<file path="src/hw/panel_ctl_map.vh">
// register offsets, field widths and reset values of the panel control strobe timing block
`ifndef PANEL_CTL_MAP_VH
`define PANEL_CTL_MAP_VH
`define CTL_STROBE_WIDTH_OFS    8'ha0
`define SEQ1_RISE_DELAY_OFS     8'ha4
`define SEQ2_RISE_DELAY_OFS     8'ha8
`define SEQ2_TOGGLE_WIDTH_OFS   8'hac
`define SEQ3_PULSE_WIDTH_OFS    8'hb0
`define POLARITY_FLIP_WIDTH_OFS 8'hb4
`define CTL_STROBE_WIDTH_BITS   9
`define SEQ1_RISE_DELAY_BITS    6
`define SEQ2_RISE_DELAY_BITS    8
`define SEQ2_TOGGLE_WIDTH_BITS  7
`define SEQ3_PULSE_WIDTH_BITS   7
`define POLARITY_FLIP_BITS      5
`define CTL_STROBE_WIDTH_RST    9'h00c
`define SEQ1_RISE_DELAY_RST     6'h32
`define SEQ2_RISE_DELAY_RST     8'h64
`define SEQ2_TOGGLE_WIDTH_RST   7'h0a
`define SEQ3_PULSE_WIDTH_RST    7'h64
`define POLARITY_FLIP_RST       5'h0a
`define AXI_RESP_OKAY           2'h0
`define AXI_RESP_SLVERR         2'h2
`endif

</file>
<file path="src/hw/pulse_timer.v">
// one-shot pixel clock timer: waits a delay, then holds its output for a width
`timescale 1ns/1ns
`default_nettype none
module pulse_timer #(
  parameter W = 9
) (
  input  wire         clk,
  input  wire         reset,
  input  wire         start,
  input  wire [W-1:0] delay,
  input  wire [W-1:0] width,
  output reg          busy,
  output reg          done
);
  localparam [2:0] S_IDLE = 3'h1;
  localparam [2:0] S_WAIT = 3'h2;
  localparam [2:0] S_HIGH = 3'h4;

  reg [2:0]   state_reg;
  reg [W-1:0] count_reg;

  // a start while running restarts the sequence so each line gets a fresh pulse
  always @(posedge clk) begin
    done <= 1'b0;
    if (reset) begin
      state_reg <= S_IDLE;
      count_reg <= {W{1'b0}};
      busy      <= 1'b0;
    end else if (start) begin
      busy <= 1'b0;
      if (delay == {W{1'b0}}) begin
        state_reg <= S_HIGH;
        count_reg <= width;
        busy      <= (width != {W{1'b0}});
      end else begin
        state_reg <= S_WAIT;
        count_reg <= delay;
      end
    end else begin
      case (state_reg)
        S_WAIT: begin
          if (count_reg == {{(W-1){1'b0}}, 1'b1}) begin
            state_reg <= S_HIGH;
            count_reg <= width;
            busy      <= (width != {W{1'b0}});
          end else begin
            count_reg <= count_reg - {{(W-1){1'b0}}, 1'b1};
          end
        end
        S_HIGH: begin
          // zero width is illegal; treat it as an immediate end
          if (count_reg <= {{(W-1){1'b0}}, 1'b1}) begin
            state_reg <= S_IDLE;
            busy      <= 1'b0;
            done      <= 1'b1;
          end else begin
            count_reg <= count_reg - {{(W-1){1'b0}}, 1'b1};
          end
        end
        S_IDLE: state_reg <= S_IDLE;
        default: begin
          state_reg <= S_IDLE;
          busy      <= 1'b0;
        end
      endcase
    end
  end
endmodule // pulse_timer
`default_nettype wire

</file>
<file path="src/hw/panel_ctl_signal_timing.v">
// panel control strobe and power sequence timing generator with an AXI4-Lite register slave
`timescale 1ns/1ns
`default_nettype none
`include "panel_ctl_map.vh"

// How it works
// - control strobe high for programmed width
// - first power signal rises delay after strobe
// - second power signal rises delay after line
// - second power signal toggles after programmed width
// - third power signal pulses programmed width
// - polarity flip toggles width before line rises
module panel_ctl_signal_timing (
  input  wire        clk,
  input  wire        reset,
  input  wire [7:0]  s_axi_awaddr,
  input  wire        s_axi_awvalid,
  output reg         s_axi_awready,
  input  wire [31:0] s_axi_wdata,
  input  wire [3:0]  s_axi_wstrb,
  input  wire        s_axi_wvalid,
  output reg         s_axi_wready,
  output reg  [1:0]  s_axi_bresp,
  output reg         s_axi_bvalid,
  input  wire        s_axi_bready,
  input  wire [7:0]  s_axi_araddr,
  input  wire        s_axi_arvalid,
  output reg         s_axi_arready,
  output reg  [31:0] s_axi_rdata,
  output reg  [1:0]  s_axi_rresp,
  output reg         s_axi_rvalid,
  input  wire        s_axi_rready,
  input  wire        line_pulse,
  input  wire [15:0] line_total,
  output reg         panel_ctl_strobe,
  output reg         power_seq_first,
  output reg         power_seq_second,
  output reg         power_seq_third,
  output reg         polarity_flip_signal,
  output reg         line_active
);
  // timing fields, each held only at its documented width
  reg [8:0] ctl_strobe_width_reg;
  reg [5:0] seq1_rise_delay_reg;
  reg [7:0] seq2_rise_delay_reg;
  reg [6:0] seq2_toggle_width_reg;
  reg [6:0] seq3_pulse_width_reg;
  reg [4:0] polarity_flip_width_reg;

  // write channel latches: address and data may arrive in either order
  reg [7:0]  wr_addr_reg;
  reg [31:0] wr_data_reg;
  reg [3:0]  wr_strb_reg;
  reg        wr_addr_ok_reg;
  reg        wr_data_ok_reg;

  function mapped;
    input [7:0] a;
    begin
      mapped = (a == `CTL_STROBE_WIDTH_OFS) || (a == `SEQ1_RISE_DELAY_OFS) ||
               (a == `SEQ2_RISE_DELAY_OFS) || (a == `SEQ2_TOGGLE_WIDTH_OFS) ||
               (a == `SEQ3_PULSE_WIDTH_OFS) || (a == `POLARITY_FLIP_WIDTH_OFS);
    end
  endfunction

  // merge the two low byte lanes into the nine-bit strobe width; no other lane reaches it
  function [8:0] merge;
    input [8:0]  old;
    input [31:0] d;
    input [3:0]  s;
    begin
      merge = {s[1] ? d[8] : old[8], s[0] ? d[7:0] : old[7:0]};
    end
  endfunction

  wire do_write = wr_addr_ok_reg && wr_data_ok_reg && !s_axi_bvalid;

  // write address, data and response
  always @(posedge clk) begin
    if (reset) begin
      s_axi_awready  <= 1'b0;
      s_axi_wready   <= 1'b0;
      s_axi_bvalid   <= 1'b0;
      s_axi_bresp    <= `AXI_RESP_OKAY;
      wr_addr_ok_reg <= 1'b0;
      wr_data_ok_reg <= 1'b0;
      wr_addr_reg    <= 8'h00;
      wr_data_reg    <= 32'h00000000;
      wr_strb_reg    <= 4'h0;
    end else begin
      s_axi_awready <= !wr_addr_ok_reg && !s_axi_awready && s_axi_awvalid && !s_axi_bvalid;
      s_axi_wready  <= !wr_data_ok_reg && !s_axi_wready && s_axi_wvalid && !s_axi_bvalid;
      if (s_axi_awvalid && s_axi_awready) begin
        wr_addr_ok_reg <= 1'b1;
        wr_addr_reg    <= {s_axi_awaddr[7:2], 2'b00};
      end
      if (s_axi_wvalid && s_axi_wready) begin
        wr_data_ok_reg <= 1'b1;
        wr_data_reg    <= s_axi_wdata;
        wr_strb_reg    <= s_axi_wstrb;
      end
      if (do_write) begin
        wr_addr_ok_reg <= 1'b0;
        wr_data_ok_reg <= 1'b0;
        s_axi_bvalid   <= 1'b1;
        s_axi_bresp    <= mapped(wr_addr_reg) ? `AXI_RESP_OKAY : `AXI_RESP_SLVERR;
      end else if (s_axi_bvalid && s_axi_bready) begin
        s_axi_bvalid <= 1'b0;
      end
    end
  end

  // register file; upper bits of each word are simply not stored
  always @(posedge clk) begin
    if (reset) begin
      ctl_strobe_width_reg    <= `CTL_STROBE_WIDTH_RST;
      seq1_rise_delay_reg     <= `SEQ1_RISE_DELAY_RST;
      seq2_rise_delay_reg     <= `SEQ2_RISE_DELAY_RST;
      seq2_toggle_width_reg   <= `SEQ2_TOGGLE_WIDTH_RST;
      seq3_pulse_width_reg    <= `SEQ3_PULSE_WIDTH_RST;
      polarity_flip_width_reg <= `POLARITY_FLIP_RST;
    end else if (do_write) begin
      case (wr_addr_reg)
        `CTL_STROBE_WIDTH_OFS: ctl_strobe_width_reg <=
          merge(ctl_strobe_width_reg, wr_data_reg, wr_strb_reg);
        `SEQ1_RISE_DELAY_OFS: if (wr_strb_reg[0]) seq1_rise_delay_reg <= wr_data_reg[5:0];
        `SEQ2_RISE_DELAY_OFS: if (wr_strb_reg[0]) seq2_rise_delay_reg <= wr_data_reg[7:0];
        `SEQ2_TOGGLE_WIDTH_OFS: if (wr_strb_reg[0]) seq2_toggle_width_reg <= wr_data_reg[6:0];
        `SEQ3_PULSE_WIDTH_OFS: if (wr_strb_reg[0]) seq3_pulse_width_reg <= wr_data_reg[6:0];
        `POLARITY_FLIP_WIDTH_OFS: if (wr_strb_reg[0]) polarity_flip_width_reg <= wr_data_reg[4:0];
        default: ctl_strobe_width_reg <= ctl_strobe_width_reg;
      endcase
    end
  end

  // read channel: one cycle to accept, data on the next
  always @(posedge clk) begin
    if (reset) begin
      s_axi_arready <= 1'b0;
      s_axi_rvalid  <= 1'b0;
      s_axi_rdata   <= 32'h00000000;
      s_axi_rresp   <= `AXI_RESP_OKAY;
    end else begin
      s_axi_arready <= s_axi_arvalid && !s_axi_arready && !s_axi_rvalid;
      if (s_axi_arvalid && s_axi_arready) begin
        s_axi_rvalid <= 1'b1;
        s_axi_rresp  <= mapped({s_axi_araddr[7:2], 2'b00}) ? `AXI_RESP_OKAY : `AXI_RESP_SLVERR;
        case ({s_axi_araddr[7:2], 2'b00})
          `CTL_STROBE_WIDTH_OFS:    s_axi_rdata <= {23'h0, ctl_strobe_width_reg};
          `SEQ1_RISE_DELAY_OFS:     s_axi_rdata <= {26'h0, seq1_rise_delay_reg};
          `SEQ2_RISE_DELAY_OFS:     s_axi_rdata <= {24'h0, seq2_rise_delay_reg};
          `SEQ2_TOGGLE_WIDTH_OFS:   s_axi_rdata <= {25'h0, seq2_toggle_width_reg};
          `SEQ3_PULSE_WIDTH_OFS:    s_axi_rdata <= {25'h0, seq3_pulse_width_reg};
          `POLARITY_FLIP_WIDTH_OFS: s_axi_rdata <= {27'h0, polarity_flip_width_reg};
          default:                  s_axi_rdata <= 32'h00000000;
        endcase
      end else if (s_axi_rvalid && s_axi_rready) begin
        s_axi_rvalid <= 1'b0;
      end
    end
  end

  // line pulse arrives from another timing source: two flops before use
  reg lp_meta_reg;
  reg lp_sync_reg;
  reg lp_prev_reg;
  always @(posedge clk) begin
    if (reset) begin
      lp_meta_reg <= 1'b0;
      lp_sync_reg <= 1'b0;
      lp_prev_reg <= 1'b0;
    end else begin
      lp_meta_reg <= line_pulse;
      lp_sync_reg <= lp_meta_reg;
      lp_prev_reg <= lp_sync_reg;
    end
  end
  wire lp_fall = lp_prev_reg && !lp_sync_reg;

  // line period measured in pixel clocks, so the flip can lead the next rise
  reg [15:0] line_cnt_reg;
  always @(posedge clk) begin
    if (reset || lp_fall)
      line_cnt_reg <= 16'h0000;
    else
      line_cnt_reg <= line_cnt_reg + 16'h0001;
  end

  // strobe starts at line pulse fall
  wire strobe_busy;
  wire strobe_done;
  pulse_timer #(.W(9)) u_strobe (
    .clk   (clk),
    .reset (reset),
    .start (lp_fall),
    .delay (9'h000),
    .width (ctl_strobe_width_reg),
    .busy  (strobe_busy),
    .done  (strobe_done)
  );

  // first power signal: counts from strobe fall, then stays high for the line
  reg [5:0] seq1_cnt_reg;
  reg       seq1_wait_reg;
  always @(posedge clk) begin
    if (reset || lp_fall) begin
      seq1_cnt_reg    <= 6'h00;
      seq1_wait_reg   <= 1'b0;
      power_seq_first <= 1'b0;
    end else if (strobe_done) begin
      seq1_cnt_reg    <= seq1_rise_delay_reg;
      seq1_wait_reg   <= (seq1_rise_delay_reg != 6'h00);
      power_seq_first <= (seq1_rise_delay_reg == 6'h00);
    end else if (seq1_wait_reg) begin
      if (seq1_cnt_reg == 6'h01) begin
        seq1_wait_reg   <= 1'b0;
        power_seq_first <= 1'b1;
      end
      seq1_cnt_reg <= seq1_cnt_reg - 6'h01;
    end
  end

  // second power signal: first rise after delay, then toggles every width
  reg [7:0] seq2_cnt_reg;
  reg       seq2_run_reg;
  reg       seq2_wait_reg;
  always @(posedge clk) begin
    if (reset || lp_fall) begin
      seq2_cnt_reg     <= reset ? 8'h00 : seq2_rise_delay_reg;
      seq2_wait_reg    <= !reset;
      seq2_run_reg     <= 1'b0;
      power_seq_second <= 1'b0;
    end else if (seq2_wait_reg) begin
      if (seq2_cnt_reg <= 8'h01) begin
        seq2_wait_reg    <= 1'b0;
        seq2_run_reg     <= 1'b1;
        power_seq_second <= 1'b1;
        seq2_cnt_reg     <= {1'b0, seq2_toggle_width_reg};
      end else begin
        seq2_cnt_reg <= seq2_cnt_reg - 8'h01;
      end
    end else if (seq2_run_reg) begin
      if (seq2_cnt_reg <= 8'h01) begin
        power_seq_second <= !power_seq_second;
        seq2_cnt_reg     <= {1'b0, seq2_toggle_width_reg};
      end else begin
        seq2_cnt_reg <= seq2_cnt_reg - 8'h01;
      end
    end
  end

  // third power signal: one pulse per line as the first signal rises
  reg  seq1_prev_reg;
  wire seq3_busy;
  always @(posedge clk) begin
    if (reset)
      seq1_prev_reg <= 1'b0;
    else
      seq1_prev_reg <= power_seq_first;
  end
  pulse_timer #(.W(7)) u_seq3 (
    .clk   (clk),
    .reset (reset),
    .start (power_seq_first && !seq1_prev_reg),
    .delay (7'h00),
    .width (seq3_pulse_width_reg),
    .busy  (seq3_busy),
    .done  ()
  );

  // flip window: last width clocks before the line pulse rises
  wire [15:0] flip_start = line_total - {11'h000, polarity_flip_width_reg};

  // registered outputs
  always @(posedge clk) begin
    if (reset) begin
      panel_ctl_strobe     <= 1'b0;
      power_seq_third      <= 1'b0;
      polarity_flip_signal <= 1'b0;
      line_active          <= 1'b0;
    end else begin
      panel_ctl_strobe <= strobe_busy;
      power_seq_third  <= seq3_busy;
      line_active      <= !lp_sync_reg && (line_active || lp_fall); // no line before a seen fall
      if (lp_fall)
        polarity_flip_signal <= 1'b0;
      else if (polarity_flip_width_reg != 5'h00 && line_cnt_reg >= flip_start &&
               line_cnt_reg < line_total)
        polarity_flip_signal <= !polarity_flip_signal;
    end
  end
endmodule // panel_ctl_signal_timing
`default_nettype wire

</file>
<file path="config.mk">
export PLATFORM = sky130hd
export DESIGN_NAME = panel_ctl_signal_timing
export DESIGN_NICKNAME = d
export VERILOG_FILES = /design/src/hw/pulse_timer.v /design/src/hw/panel_ctl_signal_timing.v
export VERILOG_INCLUDE_DIRS = /design/src /design/src/hw
export SDC_FILE = /design/constraint.sdc
export NUM_CORES = 1
export LEC_CHECK = 0
export BUFFER_PORTS_ARGS = -buffer_cell sky130_fd_sc_hd__buf_2
export CAP_MARGIN = 20
export CORE_ASPECT_RATIO = 1.75
export CORE_MARGIN = 5
export CORE_UTILIZATION = 25
export CTS_CLUSTER_SIZE = 8
export DETAILED_ROUTE_END_ITERATION = 16
export GPL_ROUTABILITY_DRIVEN = 0
export PLACE_DENSITY_LB_ADDON = 0.2
export SYNTH_ARGS = -nofsm -noshare
export SYNTH_HDL_FRONTEND = slang
export SYNTH_SLANG_ARGS = --single-unit
</file>
<file path="constraint.sdc">
create_clock -name clk -period 7.2 [get_ports clk]
set_clock_uncertainty 0.05 [all_clocks]
set_input_delay 0.72 -clock clk [delete_from_list [all_inputs] [get_ports clk]]
set_output_delay 0.72 -clock clk [all_outputs]
set_load 0.03 [all_outputs]
</file>
==> results.sh <==
export IMPL_unrepaired_setup_endpoints_after_global_routing="no"
export IMPL_htree_levels=4
export IMPL_syn_inst=907
export IMPL_antenna_found_initial=0
export IMPL_timing_critical_path_required_ps=7470
export IMPL_final_antenna_net_count=0
export IMPL_syn_avg_cell_area_um2=8.51
export IMPL_final_setup_worst_slack_ps=2730
export IMPL_synth_area_leaders="dfxtp_1, ha_1, nor2_1"
export IMPL_final_max_slew_violation_count=0
export IMPL_final_number_of_setup_violating_endpoints=0
export IMPL_post_layout_nonfiller_instances=1360
export IMPL_postCtsSetupBuffers=0
export IMPL_p_per_area_nw_per_um2=212
export IMPL_gr_total_overflow=0
export IMPL_max_clock_path_buffers=2
export IMPL_core_area_um2=30600
export IMPL_unique_cell_type_count_in_the_yosys_netlist=66
export IMPL_setup_slack_after_placement_ps=2200
export IMPL_viasPerCell=4.62
export IMPL_place_detailed_hpwl_um=16700
export IMPL_synthFlopType="dfxtp_1"
export IMPL_p_leak_nw=3.58
export IMPL_synth_seq_area_share_pct=38.1
export IMPL_path_class="in2reg"
export IMPL_worst_path_largest_cell_delay_ps=570
export IMPL_layout_min_cycle_time_ps=4470
export IMPL_final_hold_viol_count=0
export IMPL_design_final_nets=1078
export IMPL_cp_top_family="simple AND/OR/NAND/NOR gates"
export IMPL_drc=0
export IMPL_post_route_cells_drive_above_1_share_pct=13.6
export IMPL_cts_inserted_buffers=17
export IMPL_clock_tree_from_tritoncts="built"
export IMPL_cp_buffers_inverters=3
export IMPL_grt_util_all_layers_pct=12.9
export IMPL_cp_data_arrival_time_ps=4740
export IMPL_vdd_ir_drop_max_uv=172
export IMPL_fp_dieArea_um2=34600
export IMPL_fin_total_pwr_w=0.00187
export IMPL_outcome="finished clean"
export IMPL_n_fill_cell=3354
export IMPL_synth_top_cells_by_count="dfxtp_1, nor2_1, a21oi_1"
export IMPL_grt_pass1_wl_um=34200
export IMPL_drt_first_iter_violations=235
export IMPL_synth_seq_cells=143
export IMPL_firstDrtPassIters=4
export IMPL_cts_repair_resized=0
export IMPL_yosys_warnings=0
export IMPL_floorplan_die_height_um=242
export IMPL_largest_register_ff_count=16
export IMPL_max_slew_margin_pct=29.5
export IMPL_antenna_diode_count=0
export IMPL_place_port_buffers=68
export IMPL_timing_fmax_mhz=224
export IMPL_layout_area_overhead_vs_synth_pct=14.4
export IMPL_worst_margin_pin_slew_ps=1050
export IMPL_cell_by_cell_trace_of_the_critical_path="buf_2, inv_1, ha_1, inv_1, fa_1, a21o_1, a21oi_1, nor2b_1, nor2_1, nand2_1, xnor2_1, ha_1, and4_1, o21ai_0, or4_1, and3_1, a2111oi_0, mux2_2"
export IMPL_cts_sink_count=143
export IMPL_async_reset_ff_share_pct=0
export IMPL_critical_path_endpoint_type="flip-flop"
export IMPL_initial_core_util_pct=25.2
export IMPL_edff_count_synth=8
export IMPL_startpoint_type="input port"
export IMPL_io_pins=123
export IMPL_cts_root_buf="clkbuf_16"
export IMPL_timing_final_crit_share_pct=62.0
export IMPL_clkSlewWorstSetupHoldPaths_ps=60
export IMPL_wirelength_um=22000
export IMPL_synth_most_common_cell="dfxtp_1"
export IMPL_cell_type_with_the_largest_total_area_after_synthesis="dfxtp_1"
export IMPL_crit_path_top_delay_cell="a2111oi_0"
export IMPL_holdBufCountCts=0
export IMPL_grt_pass1_vias=6286
export IMPL_hold_path_class="reg2reg"
export IMPL_critical_path_peak_fanout=4
export IMPL_proportion_of_netlist_area_held_by_the_largest_area_contributor_pct=35.0
export IMPL_die_width_um=143
export IMPL_timing_max_cap_violations=0
export IMPL_dpl_cell_count=1328
export IMPL_synth_cell_area_um2=7720
export IMPL_floorplan_rows=85
export IMPL_fin_setup_tns_ps=0
export IMPL_vias=6280
export IMPL_avgRoutedWirePerCell_um=16.2
export IMPL_reg2reg_setup_slack_ps=2740
export IMPL_worst_hold_slack_ps=389
export IMPL_worst_skew_pair_late_latency_ps=440
export IMPL_pin_count_of_the_biggest_net_entering_global_routing=79
-- per-layer routing --
layer | vias up | wire, µm | GRT usage (%)
li1 | 3216 | - | -
met1 | 2892 | 8320 | 13.2
met2 | 131 | 11900 | 23.8
met3 | 41 | 781 | 2.59
met4 | 0 | 988 | 6.99
met5 | - | 0 | 0
-- power by group --
group	total (W)	internal (W)	leakage (nW)	switching, W
logic	0.000195	0.0000735	2.15	0.000121
clock network	0.000834	0.000473	0.254	0.000362
registers	0.000839	0.000819	1.17	0.0000195
-- placed cells by master (no fill, tap or decap), types with 9 or more instances in the layout --
| cell type | count |
|---|---|
| nand2_1 | 68 |
| dfxtp_1 | 135 |
| a211oi_1 | 11 |
| ha_1 | 45 |
| clkbuf_16 | 17 |
| inv_1 | 54 |
| xor2_1 | 11 |
| buf_2 | 67 |
| nand2b_1 | 12 |
| a221oi_1 | 9 |
| a211o_1 | 15 |
| conb_1 | 25 |
| nor2b_1 | 20 |
| o21ai_0 | 24 |
| nor3_1 | 35 |
| nand4_1 | 9 |
| nand3_1 | 23 |
| nor2_1 | 123 |
| a21oi_1 | 77 |
| mux2i_1 | 24 |
| xnor2_1 | 25 |
-- path summary, 6_finish.rpt --
check / cells after the start / start / endpoint
max: 18 / line_total[0] / polarity_flip_signal
min: 1 / lp_meta_reg / lp_sync_reg
min reg2reg: 1 / lp_meta_reg / lp_sync_reg
max reg2reg: 15 / polarity_flip_width_reg[1] / polarity_flip_signal
-- cells by family after synthesis --
group           after synthesis  share of synthesized area, %
simple gates                351                          22.1
compound gates              172                          14.4
flops                       143                          38.1
buf+inv                     121                          7.86
fa+ha+maj                    46                          7.56
mux                          37                          5.74
xor+xnor                     36                          4.09
other cells                   1                        0.0486
-- final cells by class --
| cell class | instances | area [µm²] | area share, % |
|---|---|---|---|
| Multi-Input combinational cell | 667 | 4260 | 48.3 |
| Clock buffer | 18 | 429 | 4.86 |
| Clock inverter | 14 | 116 | 1.32 |
| Tap cell | 391 | 489 | 5.54 |
| Timing Repair Buffer | 73 | 384 | 4.35 |
| Sequential cell | 143 | 2940 | 33.4 |
| Inverter | 54 | 203 | 2.30 |
-- stage by stage --
stage | util [%] | area (µm²)
6_report | 28.8 | 8820
3_5_place_dp | 27.0 | 8280
3_3_place_gp | 27.0 | 8270
4_1_cts | 28.8 | 8820
2_1_floorplan | - | 7810
5_1_grt | 28.8 | 8820
Power figures use the tool's default switching activity.
